[src/bsbu_pkg.sv]
// Shared constants and types for the byte shift and bit operation unit
package bsbu_pkg;

  localparam int unsigned BYTE_W   = 8;
  localparam int unsigned BITN_W   = 3;
  localparam int unsigned OP_W     = 5;
  localparam int unsigned ADDR_W   = 16;
  // Value seen when the read phase touches a write-only location
  localparam logic [7:0]  WO_READ_VALUE = 8'hFF;
  localparam logic [7:0]  DATA_RESET    = 8'h00;
  localparam logic [2:0]  BITN_RESET    = 3'h0;

  // Operation codes presented by the instruction decoder
  typedef enum logic [4:0] {
    OP_ARITH_SHIFT_LEFT       = 5'h00,
    OP_ARITH_SHIFT_RIGHT      = 5'h01,
    OP_LOGIC_SHIFT_LEFT       = 5'h02,
    OP_LOGIC_SHIFT_RIGHT      = 5'h03,
    OP_ROTATE_LEFT            = 5'h04,
    OP_ROTATE_RIGHT           = 5'h05,
    OP_ROTATE_LEFT_VIA_CARRY  = 5'h06,
    OP_ROTATE_RIGHT_VIA_CARRY = 5'h07,
    OP_BIT_SET                = 5'h08,
    OP_BIT_CLEAR              = 5'h09,
    OP_BIT_INVERT             = 5'h0A,
    OP_BIT_TEST               = 5'h0B,
    OP_CARRY_AND_BIT          = 5'h0C,
    OP_CARRY_AND_INV_BIT      = 5'h0D,
    OP_CARRY_OR_BIT           = 5'h0E,
    OP_CARRY_OR_INV_BIT       = 5'h0F,
    OP_CARRY_XOR_BIT          = 5'h10,
    OP_CARRY_XOR_INV_BIT      = 5'h11,
    OP_BIT_TO_CARRY           = 5'h12,
    OP_INV_BIT_TO_CARRY       = 5'h13,
    OP_CARRY_TO_BIT           = 5'h14,
    OP_INV_CARRY_TO_BIT       = 5'h15
  } bsbu_op_t;

  // Sequencer states, one-hot
  typedef enum logic [3:0] {
    ST_IDLE   = 4'h1,
    ST_READ   = 4'h2,
    ST_MODIFY = 4'h4,
    ST_WRITE  = 4'h8
  } bsbu_state_t;

  // Operations whose bit number may only come from the immediate field
  function automatic logic bsbu_is_inverted(input bsbu_op_t op);
    return (op == OP_CARRY_AND_INV_BIT) || (op == OP_CARRY_OR_INV_BIT) ||
           (op == OP_CARRY_XOR_INV_BIT) || (op == OP_INV_BIT_TO_CARRY) ||
           (op == OP_INV_CARRY_TO_BIT);
  endfunction

  // Shift and rotate group works on general registers only
  function automatic logic bsbu_is_shift(input bsbu_op_t op);
    return (op <= OP_ROTATE_RIGHT_VIA_CARRY);
  endfunction

  // One-hot mask for a bit number
  function automatic logic [7:0] bsbu_bit_mask(input logic [2:0] bitn);
    return 8'h01 << bitn;
  endfunction

endpackage

[src/bsbu_alu_if.sv]
// Carrier between the sequencer and the combinational operation core
`timescale 1ns/1ps
interface bsbu_alu_if;
  logic                 [4:0] op;
  logic                 [7:0] operand;
  logic                 [2:0] bitn;
  logic                       carry_in;
  logic                 [7:0] result;
  logic                       carry_out;
  logic                       carry_we;
  logic                       zero_out;
  logic                       zero_we;
  logic                       writes;

  modport seq (output op, operand, bitn, carry_in,
               input  result, carry_out, carry_we, zero_out, zero_we,
                      writes);
  modport core (input  op, operand, bitn, carry_in,
                output result, carry_out, carry_we, zero_out, zero_we,
                       writes);
endinterface

[src/bsbu_alu.sv]
// Combinational core computing shift, rotate and single-bit results
`timescale 1ns/1ps
module bsbu_alu (
  bsbu_alu_if.core u_if
);

  bsbu_pkg::bsbu_op_t op;
  logic [7:0]         d;
  logic [7:0]         mask;
  logic               sel;
  logic               c;

  assign op   = bsbu_pkg::bsbu_op_t'(u_if.op);
  assign d    = u_if.operand;
  assign c    = u_if.carry_in;
  assign mask = bsbu_pkg::bsbu_bit_mask(u_if.bitn);
  assign sel  = d[u_if.bitn];

  // Result, flag and write-back decision per operation
  always_comb begin
    u_if.result    = d;
    u_if.carry_out = c;
    u_if.carry_we  = 1'b0;
    u_if.zero_out  = 1'b0;
    u_if.zero_we   = 1'b0;
    u_if.writes    = 1'b0;
    case (op)
      bsbu_pkg::OP_ARITH_SHIFT_LEFT: begin
        u_if.result    = {d[6:0], 1'b0};
        u_if.carry_out = d[7];
      end
      bsbu_pkg::OP_ARITH_SHIFT_RIGHT: begin
        u_if.result    = {d[7], d[7:1]};
        u_if.carry_out = d[0];
      end
      bsbu_pkg::OP_LOGIC_SHIFT_LEFT: begin
        u_if.result    = {d[6:0], 1'b0};
        u_if.carry_out = d[7];
      end
      bsbu_pkg::OP_LOGIC_SHIFT_RIGHT: begin
        u_if.result    = {1'b0, d[7:1]};
        u_if.carry_out = d[0];
      end
      bsbu_pkg::OP_ROTATE_LEFT: begin
        u_if.result    = {d[6:0], d[7]};
        u_if.carry_out = d[7];
      end
      bsbu_pkg::OP_ROTATE_RIGHT: begin
        u_if.result    = {d[0], d[7:1]};
        u_if.carry_out = d[0];
      end
      bsbu_pkg::OP_ROTATE_LEFT_VIA_CARRY: begin
        u_if.result    = {d[6:0], c};
        u_if.carry_out = d[7];
      end
      bsbu_pkg::OP_ROTATE_RIGHT_VIA_CARRY: begin
        u_if.result    = {c, d[7:1]};
        u_if.carry_out = d[0];
      end
      bsbu_pkg::OP_BIT_SET: u_if.result = d | mask;
      bsbu_pkg::OP_BIT_CLEAR: u_if.result = d & ~mask;
      bsbu_pkg::OP_BIT_INVERT: u_if.result = d ^ mask;
      bsbu_pkg::OP_BIT_TEST: u_if.zero_out = ~sel;
      bsbu_pkg::OP_CARRY_AND_BIT: u_if.carry_out = c & sel;
      bsbu_pkg::OP_CARRY_AND_INV_BIT: u_if.carry_out = c & ~sel;
      // carry or bit, plain and inverse
      bsbu_pkg::OP_CARRY_OR_BIT: u_if.carry_out = c | sel;
      bsbu_pkg::OP_CARRY_OR_INV_BIT: u_if.carry_out = c | ~sel;
      // carry xor bit, plain and inverse
      bsbu_pkg::OP_CARRY_XOR_BIT: u_if.carry_out = c ^ sel;
      bsbu_pkg::OP_CARRY_XOR_INV_BIT: u_if.carry_out = c ^ ~sel;
      bsbu_pkg::OP_BIT_TO_CARRY: u_if.carry_out = sel;
      bsbu_pkg::OP_INV_BIT_TO_CARRY: u_if.carry_out = ~sel;
      bsbu_pkg::OP_CARRY_TO_BIT:
        u_if.result = c ? (d | mask) : (d & ~mask);
      bsbu_pkg::OP_INV_CARRY_TO_BIT:
        u_if.result = c ? (d & ~mask) : (d | mask);
      default: u_if.result = d;
    endcase
    // Shifts touch carry and zero; carry logic touches carry only
    if (bsbu_pkg::bsbu_is_shift(op)) begin
      u_if.carry_we = 1'b1;
      u_if.zero_we  = 1'b1;
      u_if.zero_out = (u_if.result == bsbu_pkg::DATA_RESET);
      u_if.writes   = 1'b1;
    end
    if (op >= bsbu_pkg::OP_CARRY_AND_BIT &&
        op <= bsbu_pkg::OP_INV_BIT_TO_CARRY) begin
      u_if.carry_we = 1'b1;
    end
    if (op == bsbu_pkg::OP_BIT_TEST) begin
      u_if.zero_we = 1'b1;
    end
    // test and carry ops never write
    if (op == bsbu_pkg::OP_BIT_SET || op == bsbu_pkg::OP_BIT_CLEAR ||
        op == bsbu_pkg::OP_BIT_INVERT || op == bsbu_pkg::OP_CARRY_TO_BIT ||
        op == bsbu_pkg::OP_INV_CARRY_TO_BIT) begin
      u_if.writes = 1'b1;
    end
  end

endmodule

[src/bsbu_top.sv]
// Sequencer for byte shift and single-bit operations with memory RMW
`timescale 1ns/1ps

// Notes on behaviour
// - arithmetic shifts rewrite the same register
// - logical shifts rewrite the same register
// - plain rotates, no carry in loop
// - rotate through carry over nine positions
// - set forces selected bit to one
// - clear forces selected bit to zero
// - invert complements selected bit only
// - test loads zero with inverse bit
// - bit number from immediate or register
// - carry becomes carry AND bit
// - carry becomes carry AND inverse bit
// - carry ORs bit or its inverse
// - carry XORs bit or its inverse
// - load bit or inverse into carry
// - store carry or inverse into bit
// - inverted forms take immediate bit number only
// - writing ops read, modify, write same byte
// - write-only location reads back as all ones
module bsbu_top #(
  parameter int unsigned ADDR_W = bsbu_pkg::ADDR_W
) (
  // Clock and reset
  input  wire logic              i_clk_sys,
  input  wire logic              i_resetn,
  // Command from the instruction decoder
  input  wire logic              i_cmd_valid,
  input  wire logic [4:0]        i_cmd_op,
  input  wire logic              i_cmd_use_mem,
  input  wire logic              i_cmd_bit_from_reg,
  input  wire logic [2:0]        i_cmd_bit_imm,
  input  wire logic [7:0]        i_cmd_bit_reg,
  input  wire logic [7:0]        i_cmd_reg_data,
  input  wire logic [ADDR_W-1:0] i_cmd_addr,
  input  wire logic              i_carry,
  // Status to the decoder
  output logic                   o_busy,
  output logic                   o_done,
  output logic                   o_error,
  // Register file write-back
  output logic                   o_reg_wr_en,
  output logic [7:0]             o_reg_wr_data,
  // Condition code updates
  output logic                   o_carry_wr_en,
  output logic                   o_carry,
  output logic                   o_zero_wr_en,
  output logic                   o_zero,
  // Memory and I/O bus
  output logic                   o_mem_rd,
  output logic                   o_mem_wr,
  output logic [ADDR_W-1:0]      o_mem_addr,
  output logic [7:0]             o_mem_wdata,
  input  wire logic [7:0]        i_mem_rdata,
  input  wire logic              i_mem_wo,
  input  wire logic              i_mem_ack
);

  // Refuse address widths the bus registers cannot hold
  if (ADDR_W < 1 || ADDR_W > 32) begin : g_addr_w_check
    $error("bsbu_top: ADDR_W must lie in 1..32");
  end

  bsbu_alu_if u_alu_if ();

  bsbu_alu u_alu (
    .u_if (u_alu_if.core)
  );

  // Sequencer state and latched operands
  bsbu_pkg::bsbu_state_t state_r;
  bsbu_pkg::bsbu_state_t state_nxt;
  logic [4:0]            op_r;
  logic [4:0]            op_nxt;
  logic [2:0]            bitn_r;
  logic [2:0]            bitn_nxt;
  logic                  use_mem_r;
  logic                  use_mem_nxt;
  logic [7:0]            data_r;
  logic [7:0]            data_nxt;
  logic                  carry_in_r;
  logic                  carry_in_nxt;
  // Output registers
  logic                  busy_r;
  logic                  busy_nxt;
  logic                  done_r;
  logic                  done_nxt;
  logic                  error_r;
  logic                  error_nxt;
  logic                  reg_wr_en_r;
  logic                  reg_wr_en_nxt;
  logic [7:0]            reg_wr_data_r;
  logic [7:0]            reg_wr_data_nxt;
  logic                  carry_wr_en_r;
  logic                  carry_wr_en_nxt;
  logic                  carry_r;
  logic                  carry_nxt;
  logic                  zero_wr_en_r;
  logic                  zero_wr_en_nxt;
  logic                  zero_r;
  logic                  zero_nxt;
  logic                  mem_rd_r;
  logic                  mem_rd_nxt;
  logic                  mem_wr_r;
  logic                  mem_wr_nxt;
  logic [ADDR_W-1:0]     mem_addr_r;
  logic [ADDR_W-1:0]     mem_addr_nxt;
  logic [7:0]            mem_wdata_r;
  logic [7:0]            mem_wdata_nxt;

  logic [2:0]            cmd_bitn;
  logic                  cmd_bad;

  // Decoder code seen as an operation, for the package helpers
  function automatic bsbu_pkg::bsbu_op_t as_op(input logic [4:0] code);
    return bsbu_pkg::bsbu_op_t'(code);
  endfunction

  // bit number from immediate or register low bits
  assign cmd_bitn = i_cmd_bit_from_reg ? i_cmd_bit_reg[2:0] : i_cmd_bit_imm;

  // refuse register-sourced bit number on inverted forms
  // Shifts on memory are refused as well; they exist for registers only
  assign cmd_bad =
    (bsbu_pkg::bsbu_is_inverted(as_op(i_cmd_op)) &&
     i_cmd_bit_from_reg) ||
    (bsbu_pkg::bsbu_is_shift(as_op(i_cmd_op)) &&
     i_cmd_use_mem) ||
    (i_cmd_op > bsbu_pkg::OP_INV_CARRY_TO_BIT);

  // Core sees only latched operands, so its result is stable in MODIFY
  assign u_alu_if.op       = op_r;
  assign u_alu_if.operand  = data_r;
  assign u_alu_if.bitn     = bitn_r;
  assign u_alu_if.carry_in = carry_in_r;

  // Next-state and output computation
  always_comb begin
    state_nxt       = state_r;
    op_nxt          = op_r;
    bitn_nxt        = bitn_r;
    use_mem_nxt     = use_mem_r;
    data_nxt        = data_r;
    carry_in_nxt    = carry_in_r;
    busy_nxt        = busy_r;
    done_nxt        = 1'b0;
    error_nxt       = 1'b0;
    reg_wr_en_nxt   = 1'b0;
    reg_wr_data_nxt = reg_wr_data_r;
    carry_wr_en_nxt = 1'b0;
    carry_nxt       = carry_r;
    zero_wr_en_nxt  = 1'b0;
    zero_nxt        = zero_r;
    mem_rd_nxt      = mem_rd_r;
    mem_wr_nxt      = mem_wr_r;
    mem_addr_nxt    = mem_addr_r;
    mem_wdata_nxt   = mem_wdata_r;

    // A command sent while busy is dropped without any sign
    case (state_r)
      bsbu_pkg::ST_IDLE: begin
        if (i_cmd_valid) begin
          if (cmd_bad) begin
            done_nxt  = 1'b1;
            error_nxt = 1'b1;
          end else begin
            op_nxt       = i_cmd_op;
            bitn_nxt     = cmd_bitn;
            use_mem_nxt  = i_cmd_use_mem;
            data_nxt     = i_cmd_reg_data;
            carry_in_nxt = i_carry;
            busy_nxt     = 1'b1;
            if (i_cmd_use_mem) begin
              // step one, read the whole byte
              mem_rd_nxt   = 1'b1;
              mem_addr_nxt = i_cmd_addr;
              state_nxt    = bsbu_pkg::ST_READ;
            end else begin
              state_nxt = bsbu_pkg::ST_MODIFY;
            end
          end
        end
      end

      bsbu_pkg::ST_READ: begin
        if (i_mem_ack) begin
          mem_rd_nxt = 1'b0;
          // Untouched bits go back as read, so a write-only place gets
          // ones there too; software keeps a shadow copy where it matters
          // write-only location returns all ones
          data_nxt   = i_mem_wo ? bsbu_pkg::WO_READ_VALUE : i_mem_rdata;
          state_nxt  = bsbu_pkg::ST_MODIFY;
        end
      end

      bsbu_pkg::ST_MODIFY: begin
        // Flags go out now, ahead of any memory write back
        carry_wr_en_nxt = u_alu_if.carry_we;
        carry_nxt       = u_alu_if.carry_out;
        zero_wr_en_nxt  = u_alu_if.zero_we;
        zero_nxt        = u_alu_if.zero_out;
        if (u_alu_if.writes && use_mem_r) begin
          // step three, write back to same address
          mem_wr_nxt    = 1'b1;
          mem_wdata_nxt = u_alu_if.result;
          state_nxt     = bsbu_pkg::ST_WRITE;
        end else begin
          // result returns to the source register
          reg_wr_en_nxt   = u_alu_if.writes;
          reg_wr_data_nxt = u_alu_if.result;
          done_nxt        = 1'b1;
          busy_nxt        = 1'b0;
          state_nxt       = bsbu_pkg::ST_IDLE;
        end
      end

      // Address and data hold until the bus answers; with no time-out, a
      // device that never answers leaves the unit busy
      bsbu_pkg::ST_WRITE: begin
        if (i_mem_ack) begin
          mem_wr_nxt = 1'b0;
          done_nxt   = 1'b1;
          busy_nxt   = 1'b0;
          state_nxt  = bsbu_pkg::ST_IDLE;
        end
      end

      // Stray state code: back to idle with the bus released
      default: begin
        state_nxt  = bsbu_pkg::ST_IDLE;
        busy_nxt   = 1'b0;
        mem_rd_nxt = 1'b0;
        mem_wr_nxt = 1'b0;
      end
    endcase
  end

  // State and output registers; reset loads constants only
  always_ff @(posedge i_clk_sys or negedge i_resetn) begin
    if (!i_resetn) begin
      state_r       <= bsbu_pkg::ST_IDLE;
      op_r          <= 5'h00;
      bitn_r        <= bsbu_pkg::BITN_RESET;
      use_mem_r     <= 1'b0;
      data_r        <= bsbu_pkg::DATA_RESET;
      carry_in_r    <= 1'b0;
      busy_r        <= 1'b0;
      done_r        <= 1'b0;
      error_r       <= 1'b0;
      reg_wr_en_r   <= 1'b0;
      reg_wr_data_r <= bsbu_pkg::DATA_RESET;
      carry_wr_en_r <= 1'b0;
      carry_r       <= 1'b0;
      zero_wr_en_r  <= 1'b0;
      zero_r        <= 1'b0;
      mem_rd_r      <= 1'b0;
      mem_wr_r      <= 1'b0;
      mem_addr_r    <= '0;
      mem_wdata_r   <= bsbu_pkg::DATA_RESET;
    end else begin
      state_r       <= state_nxt;
      op_r          <= op_nxt;
      bitn_r        <= bitn_nxt;
      use_mem_r     <= use_mem_nxt;
      data_r        <= data_nxt;
      carry_in_r    <= carry_in_nxt;
      busy_r        <= busy_nxt;
      done_r        <= done_nxt;
      error_r       <= error_nxt;
      reg_wr_en_r   <= reg_wr_en_nxt;
      reg_wr_data_r <= reg_wr_data_nxt;
      carry_wr_en_r <= carry_wr_en_nxt;
      carry_r       <= carry_nxt;
      zero_wr_en_r  <= zero_wr_en_nxt;
      zero_r        <= zero_nxt;
      mem_rd_r      <= mem_rd_nxt;
      mem_wr_r      <= mem_wr_nxt;
      mem_addr_r    <= mem_addr_nxt;
      mem_wdata_r   <= mem_wdata_nxt;
    end
  end

  // Ports come straight from the registers
  assign o_busy        = busy_r;
  assign o_done        = done_r;
  assign o_error       = error_r;
  assign o_reg_wr_en   = reg_wr_en_r;
  assign o_reg_wr_data = reg_wr_data_r;
  assign o_carry_wr_en = carry_wr_en_r;
  assign o_carry       = carry_r;
  assign o_zero_wr_en  = zero_wr_en_r;
  assign o_zero        = zero_r;
  assign o_mem_rd      = mem_rd_r;
  assign o_mem_wr      = mem_wr_r;
  assign o_mem_addr    = mem_addr_r;
  assign o_mem_wdata   = mem_wdata_r;

endmodule

[config.mk]
export PLATFORM = sky130hd
export DESIGN_NAME = bsbu_top
export DESIGN_NICKNAME = d
export VERILOG_FILES = /design/src/bsbu_pkg.sv /design/src/bsbu_alu_if.sv /design/src/bsbu_alu.sv /design/src/bsbu_top.sv
export SDC_FILE = /design/constraint.sdc
export NUM_CORES = 1
export LEC_CHECK = 0
export BUFFER_PORTS_ARGS = -buffer_cell sky130_fd_sc_hd__buf_2
export CORE_ASPECT_RATIO = 1.1
export CORE_MARGIN = 5
export CORE_UTILIZATION = 30
export CTS_CLUSTER_SIZE = 12
export DETAILED_ROUTE_END_ITERATION = 16
export SYNTH_ARGS = -nofsm -noshare
export SYNTH_HDL_FRONTEND = slang
export SYNTH_HIERARCHICAL = 1
export SYNTH_SLANG_ARGS = --single-unit
[constraint.sdc]
create_clock -name i_clk_sys -period 2.5 [get_ports i_clk_sys]
set_input_delay 0 -clock i_clk_sys [delete_from_list [all_inputs] [get_ports i_clk_sys]]
set_output_delay 0 -clock i_clk_sys [all_outputs]
set_load 0.05 [all_outputs]
=== Yosys cells after proc, flatten, opt, wreduce, memory -nomap -nowiden ===
Cells that the tools add are included.

* Bits in registers: 64
* Bits in latches: 0
* Memory bits (writable): 0
* Bits in read-only memories: 0
* Input port bits: 56
* Output and inout bits: 42
* Logic and storage cells: 156
* Memories: 0

* Add/sub/neg operators: 0
* Multiply operators: 0
* Divide/modulo/power cells: 0
* Magnitude comparators: 6
* Eq/ne operators: 37
* Shift-type cells: 1
* Mux-type cells: 46
* Bitwise operators: 16
* Reduce and logical (&&, ||, !) cells: 31

{| class="wikitable"
|+ Operators with widths
! kind !! number
|-
| $pmux 8 s12 || 1
|-
| $eq 5x4->1 const B || 10
|-
| $mux 8 || 6
|-
| $eq 5x5->1 const B || 9
|-
| $mux 1 || 24
|-
| $eq 5x3->1 const B || 4
|-
| $mux 4 || 5
|-
| $pmux 4 s4 || 1
|-
| $pmux 8 s2 || 1
|-
| $ne 2x2->1 const B || 7
|-
| $reduce_and 4->1 || 3
|-
| $eq 5x2->1 const B || 2
|-
| $le 5x3->1 const B || 2
|-
| $logic_or 1x1->1 || 10
|-
| $pmux 1 s10 || 1
|-
| $reduce_and 5->1 || 2
|-
| $pmux 1 s3 || 3
|-
| $and 8x8->8 || 1
|-
| $logic_not 8->1 || 1
|-
| $not 8->8 || 1
|-
| $or 8x8->8 || 1
|-
| $reduce_or 4->1 || 2
|-
| $shl 1x3->8 const A || 1
|-
| $xor 8x8->8 || 1
|-
| other kinds (22) || 38
|}

=== Longest topological paths before layout ===
Gate-level depths: netlist of run 1.

* Depth after elaboration: 11
* Gate-level depth with buffers: 11
* Mapped depth without buffers: 10

=== Modules after synthesis ===
The synthesis of run 1 kept the hierarchy.

{| class="wikitable"
|+ By module, submodules not included
! module !! times used !! cells each !! area an instance (µm²) !! sequential area each (µm²)
|-
| bsbu_top || 1 || 209 || 2840.2 || 1602.8
|-
| bsbu_alu || 1 || 176 || 1368.8 || 0.0
|}

=== Least setup slack after synthesis of run 1 ===
No wires, ideal clock.

* Path type: reg2reg
* Start: register bitn_r[2]
* End: register zero_r (netlist: o_zero)
* Library setup time: 0.125 ns
* Arrival time: 2.313 ns
* Data required time: 2.375 ns
* Path slack: 0.062 ns
* Cell stages (with the launch flop): 11
* Buffers on the path: 1
* Period minus slack after synthesis: 2.438 ns
* Cell sequence: dfrtp_1 buf_6 or3_1 ha_1 nand2b_1 a32oi_1 or3_1 o2111ai_1 nor4_2 a21bo_1 mux2_2

* Cells in the longest elaborated chain, start to end: 7

{| class="wikitable"
|+ RTL lines
! what !! line !! source
|-
| start: declaration || bsbu_top.sv:77 || <nowiki>logic [2:0] bitn_r;</nowiki>
|-
| start signal: assignment || bsbu_top.sv:245 || <nowiki>bitn_r <= bsbu_pkg::BITN_RESET;</nowiki>
|-
| start signal: assignment || bsbu_top.sv:265 || <nowiki>bitn_r <= bitn_nxt;</nowiki>
|-
| $shl 1x3->8 (*) || bsbu_pkg.sv:61 || <nowiki>return 8'h01 << bitn;</nowiki>
|-
| $not 8->8 || bsbu_alu.sv:61, bsbu_alu.sv:75, bsbu_alu.sv:77 ||
|-
| $and 8x8->8 || bsbu_alu.sv:61, bsbu_alu.sv:75, bsbu_alu.sv:77 ||
|-
| $mux 8 (on tied branches) || bsbu_alu.sv:77, bsbu_alu.sv:75 ||
|-
| $pmux 8 s12 (*) || bsbu_alu.sv:27 || <nowiki>case (op)</nowiki>
|-
| via u_alu_if.result[0] || bsbu_alu_if.sv:8 || <nowiki>logic [7:0] result;</nowiki>
|-
| $logic_not 8->1 (*) || bsbu_alu.sv:84 || <nowiki>u_if.zero_out = (u_if.result == bsbu_pkg::DATA_RESET);</nowiki>
|-
| $mux 1 (*) || bsbu_alu.sv:81 || <nowiki>if (bsbu_pkg::bsbu_is_shift(op)) begin</nowiki>
|-
| via u_alu_if.zero_out || bsbu_alu_if.sv:11 || <nowiki>logic zero_out;</nowiki>
|-
| end signal: assignment || bsbu_top.sv:277 || <nowiki>zero_r <= zero_nxt;</nowiki>
|-
| end: declaration || bsbu_top.sv:102 || <nowiki>logic zero_r;</nowiki>
|}

Mark *: on every way through the listed nets, which the timed path passes. The rest lies on a longest branch. The select of a mux whose other input is x is not followed.
A chain may end at the register's enable or synchronous reset.

=== Final worst setup path of run 1 ===
* Start: register bitn_r[0]
* End: register zero_r (netlist: o_zero)

Same word-level chain as after synthesis.

==> results.md, run 1 <==
* Status: finished clean
* Arrival time worst endpoint at about 2.7 ns
* Row Count at 45
* Sw Ratio at a little under half
* CTS Buf Count at 9
* Initial Util at between 30% and 40%
* Yosys top cell area share at 37.5%
* Post-synth top area cell: dfrtp_1
* Tot GR Track Use at 14.9%
* Switch Pwr at 4.02 mW
* Vias in the first global route at just under 4k
* Internal Pwr Total at 4.55 mW
* Post-detail-place hpwl at 9.07 mm
* Share of layout cells above drive strength 1 at a little over two fifths
* Setup-failing EPs final at 0
* Largest net degree at the start of global routing at 39
* Post-synthesis sequential area ratio at 38.1%
* Chip height at 134 um
* Ranking of synthesized cells by area: dfrtp_1 (37%), mux2_2 (11%), ha_1 (4.8%)
* First-pass GRT wire length at 19.5 mm
* Grt ovf at 0
* Ys Warns at 6
* Worst setup SP type: register
* DR iter-0 viols at 169
* Avg Inst Size Synth at around 11 um2
* Vias at 3686
* # fillers at about 1.3k
* CTS sink cnt at 64
* Worst-case vdd ir drop at 660 uV
* Reg power frac at 23.7%
* Syn Nets at between 400 and 500
* Top cells by count, synth: dfrtp_1 (63), mux2_2 (41), nor2_1 (25)
* Skew-Pair Late Insertion Delay at 0.33 ns
* Tot Pwr at 8.57 mW
* IO Count at 98
* Vias per cell at 5.11
* Drt pass-1 iters at 4
* PD cells at ~1500 nW/um2
* Leakage dissipation at approximately 2.6 nW
* Top_reg_cell synth: dfrtp_1
* Met2 usage at 24.9%
* Grt met1 use at 18.4%
* Root Driver: clkbuf_16
* Final setup margin at approximately 0.056 ns
* Mapped Area at between 4000 and 5000 um2
* DIE AREA at about 17000 um2
* Fin crit period at 2.44 ns
* Unique masters post-synth at between 70 and 80
* Wire per inst at 16.8 um
* Clock skew at 0.00773 ns
* Core Footprint at around 14000 um2
* Layout Area Growth over Synthesis at 34.2%
* CP endpoint kind: register
* Most numerous cell in the Yosys netlist: dfrtp_1
* R2r startpoint: bitn_r[0]
* Final Hold Viols at 0
* H-tree depth at 3
* Post-CTS setup buffers at 0
* Max_slew headroom at 38.0%
* DRC violations left at 0
* Max_cap viols at 0
* Logic pwr share at 61.5%
* CTS tree: yes
* Post-Syn Instances at 385
* Crit-path max FO at 4
* Hold/Removal Path Class: primary input to async pin
* Kind of critical path: register to register
* IO Port Bufs at 92
* Maximum clock path buffer count at 2
* Die X at approximately 120 um
* Crit. Startpoint: bitn_r[0]
* Hold slack final at 0.00906 ns
* EDFF count, synth at 0
* Antenna-violating nets left at 0
* Fin nets at 601
* RSZ-0062 raised after global routing: yes
* F_max at between 400 and 500 MHz
* GRT Max-Usage Layer: met2
* Grt met3 use at 3.63%
* Post-Route WL at 12.1 mm
* Pre-CTS setup slack at -0.0323 ns
* Crit path required time at 2.71 ns
* Clock Power Share at approximately 15%
* Worst-Margin Slew at between 0.9 and 1 ns
* Synth async-reset ratio at 100%
* FF+latch count, synth at 64
* # diodes at 0
* Routability cong. at 0.881
* Fin. max-slew vios at 0
* Clock transition at the registers of the reported paths at 0.06 ns
* Number of antenna violations at the first check in global routing at 0
* Fin crit share at a little over nine tenths
metrics by stage:
stage                     std cells  utilization [%]  TNS, ns  instance area [um2]
after global placement          681             36.7  -0.0363                 5060
after detailed placement        681             36.7  -0.0323                 5060
final                           722             40.9        0                 5650
after global routing            722             40.9  -0.0225                 5650
after CTS                       722             40.7        0                 5620
after floorplan                 385                -        0                 4210
layout make-up:
class	count	area, um2	share of cell area (%)
inverter	15	56.3	0.997
tap	188	235	4.17
multi-input combinational	278	2380	42.1
sequential	64	1610	28.5
clock buffer	13	260	4.61
clock inverter	3	40.0	0.709
timing repair buffer	161	1070	18.9
metal layers:
layer / vias up / part of all wire [%]
met1: 1816 / 43
met3: 28 / 5.3
met2: 112 / 49
met5: - / 0
li1: 1730 / -
met4: 0 / 2.9
logic make-up after synthesis:
| logic type | synth area share (%) |
|---|---|
| flops | 38.1 |
| compound gates | 15.9 |
| buf+inv | 6.15 |
| xor+xnor | 0.832 |
| mux | 18.4 |
| simple gates | 15.9 |
| fa+ha+maj | 4.76 |
power groups by stage:
stage | Sequential (mW) | Combinational [mW] | Clock [mW]
floorplan | 2.83 | 2.81 | 0
global placement | 2.00 | 5.04 | 0
detailed placement | 2.02 | 5.16 | 0
CTS | 2.02 | 5.22 | 1.30
global route | 2.10 | 5.65 | 1.34
finish | 2.03 | 5.27 | 1.27
worst max-delay path, cell delays in order (launching register included):
cell and delay, ns:
dfrtp_1 0.41, buf_4 0.17, or3_4 0.33, ha_1 0.27
nand2b_1 0.09, a32oi_1 0.09, or3_1 0.33, o2111ai_2 0.10
nor4_2 0.08, a21bo_1 0.19, mux2_2 0.25
sequential cells by signal, summed over array words and instances, names as in the netlist, 3 cells and up:
name,flops
o_reg_wr_data,8
o_mem_addr,16
data_r,8
op_r,5
o_mem_wdata,8
state_r,4
bitn_r,3
cells in the final DEF, fill, tap and decap left out, types with 12 or more instances in the layout:
cell,n
ha_1,16
nand2b_1,12
a21oi_1,14
dlygate4sd3_1,25
buf_2,92
buf_4,41
inv_1,13
mux2_2,41
nor2_1,25
nand2_1,15
dfrtp_1,59
path summary, 6_finish.rpt:
path | slack [ns] | cells after the start | end
max | 0.06 | 10 | o_zero
min | 0.009 | 2 | op_r[1]
max reg2reg | 0.06 | 10 | o_zero
min reg2reg | 0.50 | 1 | o_reg_wr_data[7]
max in group asynchronous | 1.78 | 3 | data_r[2]
min in group i_clk_sys | 0.02 | 2 | o_error
repair_timing:
item / 4_1_cts / 5_1_grt
endpoints found under the setup margin: 1 / 7
hold endpoints to repair: 87 / 0
pin swaps: 0 / 4
hold buffers: 25 / 0
gates resized for setup: 2 / 9
No activity file was read; power rests on OpenSTA's default activity.
==> inputs of run 2 (changes only) <==
CTS_BUF_LIST = sky130_fd_sc_hd__clkbuf_4   (was unset)
SLEW_MARGIN = 10   (was unset)
SYNTH_HIERARCHICAL = unset   (was 1)
==> results.md, run 2 <==
* Status: finished clean
* Fin cells at 705 (-2.4%)
* FF+latch count, synth at 64 (unchanged)
* Kind of critical path: register to register
* Unique masters post-synth at 66 (-13%)
* Ranking of synthesized cells by area: dfrtp_1 (40%), mux2_1 (5.7%), mux2i_1 (5.3%)
* Grt ovf at 0 (unchanged)
* Worst-Margin Slew at 0.723 ns (-0.201 ns)
* Most numerous cell in the Yosys netlist: dfrtp_1
* Layout Area Growth over Synthesis at 32.5%
* Syn Nets at 469 (+2.6%)
* Post-detail-place hpwl at 7.90 mm (-13%)
* Tot Pwr at 6.67 mW (-22%)
* Leakage dissipation at 2.43 nW (-6.1%)
* Share of layout cells above drive strength 1 at 27.9% (-15 points)
* Fin util at 40.0% (-0.94 points)
* Placed Cells at 642 (-5.7%)
* RSZ-0062 raised after global routing: no
* Top_reg_cell synth: dfrtp_1
* Vias at 3483 (-5.5%)
* Max_cap viols at 0 (unchanged)
* Core Footprint at 13000 um2 (-5.4%)
* Chip height at 130 um (-3.0%)
* Yosys top cell area share at 40.0% (+2.6 points)
* Row Count at 44 (-2.2%)
* F_max at 438 MHz (+7.0%)
* Wire per inst at 15.6 um (-7.0%)
* H-tree depth at 3 (unchanged)
* Vias in the first global route at 3677 (-4.3%)
* WHS Endpoint: o_error
* Vias per cell at 4.94 (-3.2%)
* Max FFs per register at 16 (unchanged)
* CTS Buf Count at 9 (unchanged)
* Fin Setup TNS at 0 ns (unchanged)
* Drt pass-1 iters at 4 (unchanged)
* DRC violations left at 0 (unchanged)
* Post-synth top area cell: dfrtp_1
* Clock transition at the registers of the reported paths at 0.11 ns (+0.05 ns)
* CTS tree: yes
* Die X at 119 um (-3.0%)
* # diodes at 0 (unchanged)
* Hold/Removal Path Class: primary input to register
* Clock skew at 0.0221 ns (+0.0143 ns)
* Initial Util at 30.2% (-0.31 points)
* Post-Route WL at 11.0 mm (-9.2%)
* Antenna-violating nets left at 0 (unchanged)
* Root Driver: clkbuf_4
* Fin nets at 612 (+1.8%)
* Setup-failing EPs final at 0 (unchanged)
* CTS sink cnt at 64 (unchanged)
* Hold depth at 3
* Routability cong. at 0.898 (+1.9%)
* IO Port Bufs at 92 (unchanged)
* PD cells at 1280 nW/um2 (-16%)
* Placed Instance Area at 4610 um2 (-8.9%)
* Worst setup SP type: register
* Post-Syn Instances at 397 (+3.1%)
* Reg-to-reg critical path endpoint: data_r[0]
* Avg Inst Size Synth at 9.92 um2 (-9.2%)
* DIE AREA at 15500 um2 (-5.9%)
* CP endpoint kind: register
* Fin. max-slew vios at 0 (unchanged)
* Finished Cell Area at 5220 um2 (-7.6%)
* # fillers at 1251 (-2.6%)
* R2r startpoint: state_r[3]
* Final Hold Viols at 0 (unchanged)
* Worst reg2reg setup slack at 0.22 ns (+0.16 ns)
* Crit path required time at 2.80 ns (+0.09 ns)
* Fin crit share at 91.3% (-6.4 points)
* Max_slew headroom at 51.8% (+14 points)
* Top cells by count, synth: dfrtp_1 (63), nand2_1 (46), nor2_1 (39)
* Largest net degree at the start of global routing at 36 (-7.7%)
* Tot GR Track Use at 14.7% (-0.16 points)
* Pre-CTS setup slack at 0.197 ns (+0.229 ns)
* Most common cell after layout, fill and taps aside: buf_2
* EDFF count, synth at 0 (unchanged)
* Maximum clock path buffer count at 2 (unchanged)
* Post-synthesis sequential area ratio at 40.7% (+2.6 points)
* Post-CTS setup buffers at 0 (unchanged)
* Mapped Area at 3940 um2 (-6.4%)
* Arrival time worst endpoint at 2.59 ns (-0.06 ns)
* Worst min-delay path startpoint: i_cmd_bit_from_reg
* IO Count at 98 (unchanged)
* Skew-Pair Late Insertion Delay at 0.44 ns (+0.11 ns)
* Commonest non-fill, non-tap cells in the layout: buf_2 (92), dfrtp_1 (61), dlygate4sd3_1 (48), nand2_1 (46), nor2_1 (39)
* Synth async-reset ratio at 100% (unchanged)
* Hold slack final at 0.151 ns (+0.142 ns)
* DR iter-0 viols at 151 (-11%)
* Fin crit period at 2.28 ns (-0.161 ns)
* Final setup margin at 0.216 ns (+0.161 ns)
* Ys Warns at 0 (-6)
* R2R cell count at 7 (-3)
* First-pass GRT wire length at 18.2 mm (-6.3%)
* Crit-path max FO at 20 (+16)
* Number of antenna violations at the first check in global routing at 0 (unchanged)
* Worst-case vdd ir drop at 604 uV (-8.5%)
[run 2: cell count changes in the layout (fill, tap and decap cells not counted), sizes merged, moves of 8 or more]
cell         previous run  this run
a221oi                  9         1
nor2                   26        42
mux2i                   9        21
nand2                  17        46
buf                   136       110
mux2                   52        25
dlygate4sd3            25        48
nand2b                 13         4
o21ai                  13        36
[run 2: where the power goes]
group	switching (mW)	internal [mW]
clock network	0.390	0.317
registers	0.560	1.45
logic	2.41	1.55
total	3.36	3.32
[run 2: layer usage]
metal | global-route usage [%] | wire (um)
met1 | 17.0 | 4650
met2 | 26.0 | 5620
met3 | 3.90 | 515
met4 | 6.34 | 242
met5 | 0 | 0
[run 2: kinds of logic (layout without fill, tap and decap cells)]
kind of cell	count (synthesis)	in the layout	share of synthesized area (%)
fa+ha+maj	16	16	5.08
simple gates	126	126	17.7
buf+inv	40	187	5.27
mux	48	48	13.9
flops	64	64	40.7
xor+xnor	3	3	0.667
compound gates	100	100	16.7
[run 2: layout make-up]
cell class	instances	area, um2	area share [%]
multi-input combinational	293	2130	40.8
sequential	64	1610	30.8
timing repair buffer	158	1100	21.1
tap	161	201	3.86
clock buffer	11	82.6	1.58
inverter	14	52.6	1.01
clock inverter	4	46.3	0.887
[run 2: worst max-delay path by stage]
stage | from | cells after the start | to
global route | state_r[1] | 7 | data_r[7]
detailed placement | bitn_r[1] | 7 | o_zero
floorplan | state_r[0] | 6 | o_mem_addr[10]
finish | state_r[3] | 7 | data_r[0]
CTS | bitn_r[1] | 7 | o_zero
global placement | bitn_r[1] | 7 | o_zero
[run 2: worst max-delay path, cell delays in order, from the launching register on]
cell and delay (ns):
dfrtp_1 0.51, or3b_1 0.47, nor2_2 0.13, buf_4 0.25, nand2_1 0.07, o21ai_0 0.08
dlygate4sd3_1 0.58, mux2i_1 0.07
[run 2: what timing repair did]
item / CTS / global route
endpoints found under the hold margin: 68 / 0
hold buffers: 48 / 0
resized for setup: 0 / 2
setup endpoints to repair: 0 / 1
==> inputs of run 3 (changes only) <==
MAX_ROUTING_LAYER = met4   (was unset)
==> results.md, run 3 (synthesized netlist as in run 2, its figures left out) <==
* Vias in the first global route at 3676 (-0.027%)
* Skew-Pair Late Insertion Delay at 0.44 ns (about the same)
* Internal Pwr Total at 3.41 mW (+2.9%)
* Reg power frac at 29.5% (-0.7 points)
* Logic pwr share at 58.7% (-0.5 points)
* Fin nets at 614 (+0.33%)
* Leakage dissipation at 2.45 nW (+0.95%)
* Max_slew headroom at 47.1% (-4.7 points)
* Fin util at 40.3% (+0.31 points)
* Setup-failing EPs final at 0 (unchanged)
* PD cells at 1290 nW/um2 (+1.1%)
* Grt ovf at 0 (unchanged)
* Flip-flop and latch area at 1610 um2 (unchanged)
* IO Count at 98 (unchanged)
* Post-detail-place hpwl at 8.14 mm (+3.1%)
* Max FFs per register at 16 (unchanged)
* Crit-path max cell delay at 0.58 ns (about the same)
* DR iter-0 viols at 373 (+150%)
* Vias per cell at 5.03 (+1.8%)
* # fillers at 1268 (+1.4%)
* Fin Setup TNS at 0 ns (unchanged)
* Die X at 119 um (unchanged)
* CTS tree: yes
* Arrival time worst endpoint at 2.62 ns (+0.03 ns)
* Routability cong. at 0.915 (+1.9%)
* CTS Buf Count at 9 (unchanged)
* Most common cell after layout, fill and taps aside: buf_2
* Worst-case vdd ir drop at 672 uV (+11%)
* Tot Pwr at 6.80 mW (+1.9%)
* Largest net degree at the start of global routing at 34 (-5.6%)
* IO Port Bufs at 92 (unchanged)
* Worst-Margin Slew at 0.793 ns (+0.0703 ns)
* Row Count at 44 (unchanged)
* Max_cap viols at 0 (unchanged)
* F_max at 432 MHz (-1.4%)
* Chip height at 130 um (unchanged)
* Fin crit period at 2.32 ns (+0.0333 ns)
* RSZ-0062 raised after global routing: no
* Clock transition at the registers of the reported paths at 0.12 ns (about the same)
* Hold/Removal Path Class: primary input to async pin
* Clock skew at 0.0151 ns (-0.00693 ns)
* Wire per inst at 15.7 um (+0.48%)
* Status: finished clean
* Crit path required time at 2.80 ns (about the same)
* Worst setup SP type: register
* CTS sink cnt at 64 (unchanged)
* Worst path slowest cell: dlygate4sd3_1
* Post-Route WL at 11.1 mm (+0.91%)
* Clock Power Share at 11.8% (+1.2 points)
* Number of antenna violations at the first check in global routing at 0 (unchanged)
* Layout Area Growth over Synthesis at 33.5%
* Area of the multi-input gates at 2130 um2 (unchanged)
* DRC violations left at 0 (unchanged)
* Initial Util at 30.2% (unchanged)
* CP endpoint kind: register
* Kind of critical path: register to register
* Share of layout cells above drive strength 1 at 28.2% (+0.21 points)
* Switch Pwr at 3.39 mW (+0.89%)
* Root Driver: clkbuf_4
* Crit-path max FO at 20 (unchanged)
* Maximum clock path buffer count at 2 (unchanged)
* H-tree depth at 3 (unchanged)
* Vias at 3560 (+2.2%)
* # diodes at 0 (unchanged)
* Post-CTS setup buffers at 0 (unchanged)
* Commonest non-fill, non-tap cells in the layout: buf_2 (92), dfrtp_1 (61), dlygate4sd3_1 (48), nand2_1 (46), nor2_1 (39)
* Sw Ratio at 49.8% (-0.49 points)
* Antenna-violating nets left at 0 (unchanged)
* Fin crit share at 92.7% (+1.3 points)
* First-pass GRT wire length at 18.1 mm (-0.94%)
* Final Hold Viols at 0 (unchanged)
* Crit path cell chain: or3b_1 > nor2_2 > buf_4 > nand2_1 > o21ai_0 > dlygate4sd3_1 > mux2i_1
* Tot GR Track Use at 15.2% (+0.41 points)
* Drt pass-1 iters at 5 (+1)
* DIE AREA at 15500 um2 (unchanged)
* Fin. max-slew vios at 0 (unchanged)
* Core Footprint at 13000 um2 (unchanged)
==> run 3: cell count changes in the layout (fill, tap and decap cells not counted) <==
cell        previous run  this run
clkinv_4               0         1
clkbuf_4              11         9
clkinvlp_4             1         0
clkinv_1               1         2
clkinv_2               1         2
buf_4                 16        18
bufinv_16              1         2
==> run 3: cell type report <==
type | count | share of cell area (%)
clock buffer | 9 | 1.28
clock inverter | 7 | 1.64
inverter | 14 | 0.999
multi-input combinational | 293 | 40.5
sequential | 64 | 30.5
tap | 161 | 3.83
timing repair buffer | 160 | 21.2
==> run 3: worst paths after layout <==
check,start,endpoint,slack (ns),depth (start not counted)
setup / recovery,state_r[3],data_r[0],0.18,7
hold / removal,i_resetn,carry_in_r,0.17,2
setup reg to reg,state_r[3],data_r[0],0.18,7
hold reg to reg,o_mem_addr[13],o_mem_addr[13],0.49,1
max in group asynchronous,i_resetn,o_busy,1.68,3
min in group i_clk_sys,i_cmd_bit_from_reg,o_error,0.18,3
==> run 3: critical path: cells and delay by family (launching register included) <==
kind	cells	cell delay, ns
compound gates	1	0.09
mux	1	0.07
simple gates	3	0.68
flops	1	0.51
buf+inv	2	0.83
==> run 3: metrics by stage <==
step	setup WS, ns	instances	cell area (um2)	hold WS (ns)
2_1_floorplan	0.415	397	3940	-0.296
3_3_place_gp	0.228	644	4620	0.135
3_5_place_dp	0.154	644	4620	0.140
4_1_cts	0.159	708	5260	0.170
5_1_grt	0.0269	708	5260	0.193
6_report	0.183	708	5260	0.167
==> run 3: metal layers <==
layer | global-route usage, % | share of wire [%] | up-vias
met1 | 16.7 | 42 | 1734
met3 | 3.68 | 4.6 | 15
met4 | 5.93 | 1.7 | 0
li1 | - | - | 1715
met2 | 26.6 | 51 | 96
met5 | - | 0 | -
==> run 3: power by group through the flow <==
stage | clock network (mW) | logic (mW) | registers [mW]
floorplan | 0 | 2.21 | 2.62
global placement | 0 | 3.88 | 2.00
detailed placement | 0 | 3.94 | 2.02
CTS | 0.835 | 4.02 | 2.00
global route | 0.875 | 4.34 | 2.08
finish | 0.801 | 3.99 | 2.00
==> run 3: what timing repair did <==
| item | 4_1_cts | 5_1_grt |
|---|---|---|
| resized for setup | 0 | 2 |
| hold buffers | 48 | 0 |
| endpoints found under the setup margin | 0 | 1 |
| hold endpoints to repair | 70 | 0 |
